===== src/rtl/tsi_pkg.sv =====
// Purpose: shared constants and carrier types for the capture and interrupt block
// Assumes: one 125 MHz clock; time and tick strobes arrive on that clock
// Notes: captured-time registers have no reset value by design
`default_nettype none
package tsi_pkg;
  // register offsets of the captured-time bytes
  localparam logic [7:0] TSI_OFS_HOUR = 8'h15;
  localparam logic [7:0] TSI_OFS_DAY = 8'h16;
  localparam logic [7:0] TSI_OFS_MONTH = 8'h17;
  localparam logic [7:0] TSI_OFS_YEAR = 8'h18;
  // field positions of the captured hour
  localparam int TSI_HOUR_PM_BIT = 5;
  localparam int TSI_HOUR_TENS12_BIT = 4;
  // values after reset
  localparam logic [7:0] TSI_RD_RESET = 8'h00;
  localparam logic [1:0] TSI_SYNC_RESET = 2'h0;
  // hour conversion constants
  localparam logic [4:0] TSI_NOON = 5'h0C;
  localparam logic [4:0] TSI_TEN = 5'h0A;

  // present time in 24-hour BCD from the time counters
  typedef struct packed {
    logic [1:0] hour_tens;
    logic [3:0] hour_units;
    logic [5:0] day;
    logic [4:0] month;
    logic [7:0] year;
  } tsi_time_t;

  // control bits written by the host
  typedef struct packed {
    logic twelve_hour_mode;
    logic backup_capture_enable;
    logic pulse_mode_select;
    logic second_tick_enable;
    logic sixty_second_tick_enable;
    logic countdown_irq_enable;
    logic watchdog_irq_enable;
    logic alarm_irq_enable;
    logic capture_irq_enable;
    logic switchover_irq_enable;
    logic low_battery_irq_enable;
  } tsi_ctrl_t;

  // one-cycle event strobes from neighbouring engines
  typedef struct packed {
    logic pulse_64hz;
    logic second_inc;
    logic minute_inc;
    logic countdown_done;
    logic alarm_match;
    logic tamper_mid;
    logic tamper_ground;
  } tsi_event_t;

  // one-cycle host clear commands
  typedef struct packed {
    logic tick_flag;
    logic countdown_flag;
    logic alarm_flag;
    logic capture_flag_one;
    logic capture_flag_two;
    logic battery_switchover_flag;
  } tsi_clear_t;

  // flag state visible to the host
  typedef struct packed {
    logic tick_flag;
    logic countdown_flag;
    logic alarm_flag;
    logic capture_flag_one;
    logic capture_flag_two;
    logic battery_switchover_flag;
    logic watchdog_flag;
    logic low_battery_flag;
  } tsi_flags_t;
endpackage
`default_nettype wire


===== src/rtl/tsi_core.sv =====
// Purpose: captured-time registers, switch-over capture and shared interrupt pin
// Assumes: strobes in tsi_event_t are single-cycle on clock; pulse_64hz marks 64 Hz edges
// Notes: captured bytes hold no reset; the interrupt pin is open-drain, low when enabled
//
// Summary of operation
// - 12-hour hour: pm bit5, tens bit4, units
// - 24-hour hour: tens bits 5-4, units 3-0
// - hour layout chosen by hour format bit
// - day byte BCD 1-31, bits 7-6 zero
// - month byte BCD 1-12, bits 7-5 zero
// - year byte BCD 0-99, all bits
// - unimplemented captured bits read as zero
// - captured bits undefined at power-on, reset-proof
// - capture disabled: switch-over leaves captures alone
// - enabled, flag clear: capture and set flag on one edge
// - enabled, flag set: ignore switch-over and tamper
// - one open-drain low interrupt, seven sources
// - all sources disabled: pin stays released
// - pulse select: tick/countdown pulse or level
// - other sources follow their own flag
// - host clears tick, countdown, alarm, capture, switch-over
// - watchdog flag cannot be cleared by host
// - low-battery flag clears itself on replacement
// - second enable wins; minute alone per minute
// - tick flag set on enabled counter increment
// - pulse mode pulses; level holds until cleared
// - tick pulse ends at the next 64 Hz mark
// - capture interrupt follows capture flags, level only
// - tamper event captures time and sets flags on one edge
`timescale 1ns/1ps
`default_nettype none
module tsi_core
(
  // clock and reset
  input wire logic clock,
  input wire logic arst_n,
  // host control and commands
  input wire tsi_pkg::tsi_ctrl_t ctrl,
  input wire tsi_pkg::tsi_clear_t clear,
  input wire logic [7:0] rd_addr,
  // time and event sources
  input wire tsi_pkg::tsi_time_t now,
  input wire tsi_pkg::tsi_event_t event_in,
  input wire logic watchdog_flag,
  // asynchronous levels from the power monitor
  input wire logic switchover_async,
  input wire logic low_battery_async,
  // host read-back
  output logic [7:0] rd_data,
  output tsi_pkg::tsi_flags_t flags,
  // open-drain interrupt pin
  output logic int_out,
  output logic int_oe
);
  import tsi_pkg::*;

  // converts 24-hour BCD into the selected captured layout
  function automatic logic [5:0] hour_fmt(input logic [1:0] tens, input logic [3:0] units,
                                          input logic twelve);
    logic [4:0] h;
    logic [4:0] h12;
    logic pm;
    logic ten;
    logic [4:0] u;
    h = 5'(tens) * TSI_TEN + 5'(units);
    pm = (h >= TSI_NOON);
    h12 = pm ? h - TSI_NOON : h;
    if (h12 == 5'h00)
    begin
      h12 = TSI_NOON;
    end
    ten = (h12 >= TSI_TEN);
    u = ten ? h12 - TSI_TEN : h12;
    if (twelve)
    begin
      hour_fmt = {pm, ten, u[3:0]};
    end
    else
    begin
      hour_fmt = {tens, units};
    end
  endfunction

  // synchronisers for the power monitor levels
  logic [1:0] so_sync_reg;
  logic [1:0] so_sync_next;
  logic so_prev_reg;
  logic so_prev_next;
  logic [1:0] lb_sync_reg;
  logic [1:0] lb_sync_next;
  logic so_event;

  always_comb
  begin
    so_sync_next = {so_sync_reg[0], switchover_async};
    lb_sync_next = {lb_sync_reg[0], low_battery_async};
    so_prev_next = so_sync_reg[1];
    so_event = so_sync_reg[1] & ~so_prev_reg; // rising edge of the synced level
  end

  always_ff @(posedge clock or negedge arst_n)
  begin
    if (!arst_n)
    begin
      so_sync_reg <= TSI_SYNC_RESET;
      lb_sync_reg <= TSI_SYNC_RESET;
      so_prev_reg <= 1'b0;
    end
    else
    begin
      so_sync_reg <= so_sync_next;
      lb_sync_reg <= lb_sync_next;
      so_prev_reg <= so_prev_next;
    end
  end

  // capture decisions and flag next values
  logic locked;
  logic tamper_any;
  logic take_tamper;
  logic take_switch;
  logic capture;
  logic tick_set;
  tsi_flags_t flags_reg;
  tsi_flags_t flags_next;

  always_comb
  begin
    locked = ctrl.backup_capture_enable & flags_reg.battery_switchover_flag;
    tamper_any = event_in.tamper_mid | event_in.tamper_ground;
    take_tamper = tamper_any & ~locked;
    take_switch = so_event & ctrl.backup_capture_enable & ~locked;
    capture = take_tamper | take_switch;
    // second enable dominates, minute alone gives one per minute
    if (ctrl.second_tick_enable)
    begin
      tick_set = event_in.second_inc;
    end
    else
    begin
      tick_set = ctrl.sixty_second_tick_enable & event_in.minute_inc;
    end
    // set wins over a clear in the same cycle
    flags_next = flags_reg;
    flags_next.tick_flag = tick_set | (flags_reg.tick_flag & ~clear.tick_flag);
    flags_next.countdown_flag = event_in.countdown_done
      | (flags_reg.countdown_flag & ~clear.countdown_flag);
    flags_next.alarm_flag = event_in.alarm_match
      | (flags_reg.alarm_flag & ~clear.alarm_flag);
    flags_next.capture_flag_one = take_tamper
      | (flags_reg.capture_flag_one & ~clear.capture_flag_one);
    flags_next.capture_flag_two = (take_tamper & event_in.tamper_ground)
      | (flags_reg.capture_flag_two & ~clear.capture_flag_two);
    flags_next.battery_switchover_flag = (so_event & ~locked)
      | (flags_reg.battery_switchover_flag & ~clear.battery_switchover_flag);
    // watchdog and low-battery flags only mirror their sources; no host clear
    flags_next.watchdog_flag = watchdog_flag;
    flags_next.low_battery_flag = lb_sync_reg[1];
  end

  always_ff @(posedge clock or negedge arst_n)
  begin
    if (!arst_n)
    begin
      flags_reg <= '0;
    end
    else
    begin
      flags_reg <= flags_next;
    end
  end

  // captured-time bytes: no reset, so later resets leave them as they were
  logic [5:0] cap_hour_reg;
  logic [5:0] cap_hour_next;
  logic [5:0] cap_day_reg;
  logic [5:0] cap_day_next;
  logic [4:0] cap_month_reg;
  logic [4:0] cap_month_next;
  logic [7:0] cap_year_reg;
  logic [7:0] cap_year_next;

  always_comb
  begin
    cap_hour_next = cap_hour_reg;
    cap_day_next = cap_day_reg;
    cap_month_next = cap_month_reg;
    cap_year_next = cap_year_reg;
    if (capture)
    begin
      cap_hour_next = hour_fmt(now.hour_tens, now.hour_units, ctrl.twelve_hour_mode);
      cap_day_next = now.day;
      cap_month_next = now.month;
      cap_year_next = now.year;
    end
  end

  always_ff @(posedge clock)
  begin
    cap_hour_reg <= cap_hour_next;
    cap_day_reg <= cap_day_next;
    cap_month_reg <= cap_month_next;
    cap_year_reg <= cap_year_next;
  end

  // 64 Hz pulse stretchers for tick and countdown, shortened by a clear
  logic [1:0] pulse_reg;
  logic [1:0] pulse_next;
  logic [1:0] pulse_start;
  logic [1:0] pulse_kill;

  always_comb
  begin
    pulse_start = {event_in.countdown_done, tick_set};
    pulse_kill = {clear.countdown_flag, clear.tick_flag};
    for (int i = 0; i < 2; i++)
    begin
      if (pulse_start[i])
      begin
        pulse_next[i] = 1'b1;
      end
      else if (event_in.pulse_64hz | pulse_kill[i])
      begin
        pulse_next[i] = 1'b0;
      end
      else
      begin
        pulse_next[i] = pulse_reg[i];
      end
    end
  end

  always_ff @(posedge clock or negedge arst_n)
  begin
    if (!arst_n)
    begin
      pulse_reg <= 2'h0;
    end
    else
    begin
      pulse_reg <= pulse_next;
    end
  end

  // interrupt request combining and read-back mux
  logic tick_en;
  logic tick_req;
  logic cd_req;
  logic irq_any;
  logic int_oe_reg;
  logic int_oe_next;
  logic [7:0] rd_data_reg;
  logic [7:0] rd_data_next;

  always_comb
  begin
    // a tick flag left set must not hold the pin once both tick enables are off
    tick_en = ctrl.second_tick_enable | ctrl.sixty_second_tick_enable;
    tick_req = tick_en & (ctrl.pulse_mode_select ? pulse_reg[0] : flags_reg.tick_flag);
    cd_req = ctrl.pulse_mode_select ? pulse_reg[1] : flags_reg.countdown_flag;
    irq_any = tick_req
      | (ctrl.countdown_irq_enable & cd_req)
      | (ctrl.watchdog_irq_enable & flags_reg.watchdog_flag)
      | (ctrl.alarm_irq_enable & flags_reg.alarm_flag)
      | (ctrl.capture_irq_enable
         & (flags_reg.capture_flag_one | flags_reg.capture_flag_two))
      | (ctrl.switchover_irq_enable & flags_reg.battery_switchover_flag)
      | (ctrl.low_battery_irq_enable & flags_reg.low_battery_flag);
    // the pin only pulls low while an enabled source requests; otherwise released
    int_oe_next = irq_any;
    unique case (rd_addr)
      TSI_OFS_HOUR: rd_data_next = {2'h0, cap_hour_reg};
      TSI_OFS_DAY: rd_data_next = {2'h0, cap_day_reg};
      TSI_OFS_MONTH: rd_data_next = {3'h0, cap_month_reg};
      TSI_OFS_YEAR: rd_data_next = cap_year_reg;
      default: rd_data_next = TSI_RD_RESET;
    endcase
  end

  always_ff @(posedge clock or negedge arst_n)
  begin
    if (!arst_n)
    begin
      int_oe_reg <= 1'b0;
      rd_data_reg <= TSI_RD_RESET;
    end
    else
    begin
      int_oe_reg <= int_oe_next;
      rd_data_reg <= rd_data_next;
    end
  end

  // outputs straight from flip-flops, except int_out tied to 0; the pin only ever pulls low
  assign int_oe = int_oe_reg;
  assign int_out = 1'b0;
  assign rd_data = rd_data_reg;
  assign flags = flags_reg;
endmodule
`default_nettype wire


===== config.mk =====
export PLATFORM = sky130hd
export DESIGN_NAME = tsi_core
export DESIGN_NICKNAME = d
export VERILOG_FILES = /design/src/rtl/tsi_pkg.sv /design/src/rtl/tsi_core.sv
export SDC_FILE = /design/constraint.sdc
export NUM_CORES = 1
export LEC_CHECK = 0
export CAP_MARGIN = 20
export CORE_MARGIN = 3
export CORE_UTILIZATION = 60
export DETAILED_ROUTE_END_ITERATION = 12
export DONT_BUFFER_PORTS = 1
export HOLD_SLACK_MARGIN = 0.02
export PLACE_DENSITY_LB_ADDON = 0.08
export SLEW_MARGIN = 20
export SYNTH_ARGS = -nofsm -noshare
export SYNTH_HDL_FRONTEND = slang
export SYNTH_SLANG_ARGS = --single-unit

===== constraint.sdc =====
create_clock -name clock -period 3.33 [get_ports clock]
set_input_delay 0 -clock clock [delete_from_list [all_inputs] [get_ports clock]]
set_output_delay 0 -clock clock [all_outputs]
set_load 0.1 [all_outputs]

Word-level counts from Yosys, hierarchy flattened:

Cells that the tools add are included.

* bits of input ports: 62
* output and inout port bits: 18
* word-level logic and storage cells: 92
* flip-flop bits (word level): 49

* $add $sub $neg: 3
* $mul: 1
* bitwise logic cells: 47
* $lt $le $gt $ge: 2
* muxes and demuxes: 13
* reduce and logical (&&, ||, !) cells: 3
* equal/unequal tests: 4

Operators by type and width (count)
* 8-bit by 5-bit == test with 1-bit output (second input constant): 4
* 8-bit case mux with 4 select lines: 1
* 1-bit AND: 21
* 1-bit bitwise OR: 18
* 5-bit two-way mux: 3
* 5-bit by 4-bit >= comparator with 1-bit output (second input constant): 2
* 1-bit NOT: 8
* 1-bit two-way mux: 7
* 6-bit two-way mux: 1
* 5-bit by 4-bit adder with 5-bit output: 1
* 5-bit logical NOT: 1
* 5-bit by 4-bit subtractor with 5-bit output (second input constant): 1
* 2-bit by 3-bit multiplier with 4-bit output (second input constant): 1
* 4-bit two-way mux: 1
* 2-bit nonzero test: 2
* 4-bit subtractor (second input constant): 1

Logic depth before layout (Yosys ltp):

* word-level depth: 10
* gate-level depth with buffers: 15
* gate-level depth less buffers: 15

Least setup slack after synthesis:

No wires, ideal clock.

* kind: reg2reg
* from: register flags_reg, in the netlist flags[2]
* to: register cap_day_reg[0] (enable)
* setup slack: 0.579 ns
* arrival: 2.336 ns
* setup time: 0.415 ns
* required time: 2.915 ns
* period minus slack after synthesis: 2.751 ns
* cell stages (with the launch flop): 3
* path through: dfrtp_1 -> and2_1 -> a21oi_1

* cells in the longest elaborated chain, start to end: 4

RTL lines
* start, declared: line tsi_core.sv:124 `tsi_flags_t flags_reg;`
* start signal, assigned: line tsi_core.sv:169 `flags_reg <= flags_next;`
* 1-bit AND (*): line tsi_core.sv:129 `locked = ctrl.backup_capture_enable & flags_reg.battery_switchover_flag;`
* 1-bit NOT (*): line tsi_core.sv:131, tsi_core.sv:132
* 1-bit AND (on tied branches): line tsi_core.sv:131, tsi_core.sv:132
* 1-bit bitwise OR (*): line tsi_core.sv:133 `capture = take_tamper | take_switch;`
* via capture: line tsi_core.sv:122 `logic capture;`
* end signal, assigned: line tsi_core.sv:201 `cap_day_reg <= cap_day_next;`
* end, declared: line tsi_core.sv:176 `logic [5:0] cap_day_reg;`

The timed path passes the listed nets; every way through them passes the cells marked *.
A chain may end at the register's enable or synchronous reset.

Worst setup path in the final report:

* from: input port now[20] (netlist bit)
* to: register cap_hour_reg[4] (data pin)

* cells in the longest elaborated chain, start to end: 8

RTL lines
* start, declared: line tsi_core.sv:42 `input wire tsi_pkg::tsi_time_t now,`
* 5-bit by 4-bit adder with 5-bit output (*): line tsi_core.sv:65 `h = 5'(tens) * TSI_TEN + 5'(units);`
* 5-bit by 4-bit subtractor with 5-bit output or 5-bit by 4-bit >= comparator with 1-bit output (tied branches): line tsi_core.sv:67, tsi_core.sv:66
* 5-bit two-way mux (*): line tsi_core.sv:67 `h12 = pm ? h - TSI_NOON : h;`
* 5-bit logical NOT: line tsi_core.sv:68 `if (h12 == 5'h00)`
* 5-bit two-way mux (*): line tsi_core.sv:68
* 5-bit two-way mux (*): line tsi_core.sv:189 `if (capture)`
* 5-bit by 4-bit >= comparator with 1-bit output (*): line tsi_core.sv:72 `ten = (h12 >= TSI_TEN);`
* 6-bit two-way mux (*): line tsi_core.sv:74 `if (twelve)`
* end signal, assigned: line tsi_core.sv:200 `cap_hour_reg <= cap_hour_next;`
* end, declared: line tsi_core.sv:174 `logic [5:0] cap_hour_reg;`

Every way passes the cells marked *; elsewhere a longest branch is shown, timed or not. The select of a mux whose other input is x is not followed.

==> impl_metrics.json <==
{
  "ant_nets": 0,
  "htreeDepth": 2,
  "ys_seq_elements": 49,
  "pin_count": 80,
  "cts_tree": "built",
  "grt_setup_unrepaired": "no",
  "syn-cell-area_um2": 2246,
  "grt_pass1_vias": 1797,
  "n_antenna_cell": 0,
  "grt_usage_pct": 24.91,
  "slew_viol_final": 0,
  "antenna_found_initial": 0,
  "numCtsBuffers": 5,
  "timing.slew.headroom_pct": 36.58,
  "maxCapViolations": 0,
  "critPathArrivalTime_ns": 3.22,
  "fin_crit_ns": 3.055,
  "place_ws_ns": 0.4050,
  "clk_pin_slew_ns": 0.09,
  "firstDrtPassIters": 5,
  "synth-main-ff-cell": "edfxtp_1",
  "crit_fanout": 6,
  "finalWirelength_um": 5201,
  "ys_seq_area_share_pct": 60.17,
  "synthTopCellsByArea": "edfxtp_1 33%, dfrtp_1 27%, inv_1 3.0%",
  "setup_violations": 0,
  "drcViolationCount": 0,
  "setup.worst_path.end_class": "flop",
  "yosys_warnings": 0,
  "cts_hold_buffers": 49,
  "synth_edf_count": 25,
  "async_reset_ff_share_pct": 48.98,
  "syn_inst": 182,
  "fp-row-count": 21,
  "num-fill-cells": 188,
  "skew_ns": 0.008139,
  "worstMarginPinSlew_ns": 0.9513,
  "finalSetupTns_ns": 0,
  "syn-num-nets": 250,
  "root_buffer": "clkbuf_8",
  "syn_to_final_growth_pct": 28.08,
  "dr.first_iter.drc_count": 136,
  "initial_core_util_pct": 64.75,
  "yosysMostFrequentCell": "edfxtp_1",
  "dieArea_um2": 4513,
  "nets": 304,
  "detail_route.wl_per_cell_um": 18.38,
  "grt_pass1_wl_um": 7997,
  "fp.coreArea_um2": 3468,
  "start_kind": "input port",
  "place.port_buffers": 0,
  "hold_class": "input port to flop",
  "clock_sinks": 49,
  "yosysTopAreaCellShare_pct": 33.43,
  "total_power_mw": 1.402,
  "hold_viol_final": 0,
  "gp_congestion": 0.7662,
  "power_density_nw_per_um2": 487.5,
  "setup_ws_ns": 0.2748,
  "hpwl_um": 3381,
  "post-route-period-util_pct": 91.75,
  "clk_latency_ns": 0.30,
  "peakVddDrop_v": 0.0003413,
  "seqCellArea_um2": 1351,
  "grt_overflow": 0,
  "fp.dieH_um": 67.18,
  "cts_resized": 0,
  "synth_commonest_cells": "25 x edfxtp_1, 24 x dfrtp_1, 18 x inv_1",
  "cts_max_path_buffers": 2,
  "post_drt_via_cell_ratio": 6.014,
  "required_ns": 3.49,
  "synth_top_cell_by_area": "edfxtp_1",
  "post-route-util_pct": 82.94,
  "dieWidth_um": 67.18,
  "fmax_mhz": 327.3,
  "leakagePower_nw": 1.187,
  "layout-drive-gt1-share_pct": 9.705,
  "post_cts_buffers": 0,
  "path_class": "input port to flop",
  "grt_max_degree": 26,
  "vias": 1702,
  "status": "complete, no violations",
  "synth_area_per_cell_um2": 12.34,
  "ys_types": 58,
  "multi_input_area_um2": 810.8
}
==> through the flow <==
step / instance area, µm² / instances / hold WS (ns)
after floorplan: 2246 / 182 / -0.2956
after global placement: 2295 / 225 / -0.2951
after detailed placement: 2295 / 225 / -0.2951
after CTS: 2872 / 282 / 0.02096
after global routing: 2877 / 283 / 0.05491
final: 2877 / 283 / 0.03832
==> cells by family after synthesis <==
logic type	Yosys count	synth area share, %
simple gates	50	11.87
compound gates	49	17.72
flops	49	60.17
buf+inv	22	3.900
fa+ha+maj	6	3.677
mux	3	1.393
xor+xnor	2	1.114
other cells	1	0.1670
==> critical path, stage by stage <==
cell           delay [ns]
ha_1                 0.19
inv_1                0.07
fa_1                 0.40
xor2_2               0.25
inv_1                0.10
ha_1                 0.38
nand2_1              0.09
o21ai_1              0.06
a32oi_1              0.23
o21ai_1              0.12
ha_1                 0.24
a21oi_2              0.20
nor2_1               0.10
a21oi_1              0.19
dlygate4sd3_1        0.59
==> layer usage <==
layer / track usage (%) / up-vias / routed length, µm
met5: 0 / - / 0
met4: 8.608 / 0 / 95
met3: 6.323 / 12 / 410
met2: 46.63 / 88 / 2743
met1: 27.05 / 822 / 1952
li1: - / 780 / -
==> worst paths after layout <==
check | startpoint | end | slack (ns) | cells past startpoint
max | now[20] | cap_hour_reg[4]$_DFFE_PP_ | 0.27 | 15
min | ctrl[10] | cap_hour_reg[5]$_DFFE_PP_ | 0.04 | 2
max reg2reg | flags[6]$_DFF_PN0_ | int_oe$_DFF_PN0_ | 0.70 | 5
min reg2reg | lb_sync_reg[1]$_DFF_PN0_ | flags[0]$_DFF_PN0_ | 0.36 | 0
max in group asynchronous | arst_n | lb_sync_reg[1]$_DFF_PN0_ | 2.76 | 2
min in group asynchronous | arst_n | rd_data[7]$_DFF_PN0_ | 0.21 | 2
==> placed cells by master (no fill, tap or decap), types with 3 or more instances in the layout <==
cell and instances:
dlygate4sd3_1 49, edfxtp_1 25, dfrtp_1 24, inv_1 18, nand2_1 16, nor2_1 8, a21oi_1 7, a222oi_1 6
nor3_1 6, o21ai_0 6, ha_1 5, clkbuf_8 5, nand2b_1 4, and2_1 3, o21ai_1 3
==> where the power goes <==
group	switching [mW]	total, mW	internal [mW]
Combinational	0.151	0.281	0.129
Clock	0.191	0.341	0.150
Sequential	0.0893	0.781	0.692
Total	0.432	1.40	0.971
==> cell type report <==
| cell class | count | share of cell area (%) |
|---|---|---|
| inverters | 18 | 2.349 |
| clock inverters | 2 | 0.4785 |
| clock buffers | 6 | 2.523 |
| repair buffers | 51 | 17.49 |
| well taps | 46 | 2.001 |
| multi-input cells | 111 | 28.19 |
| flip-flops and latches | 49 | 46.98 |
(Power assumes the default switching activity.)
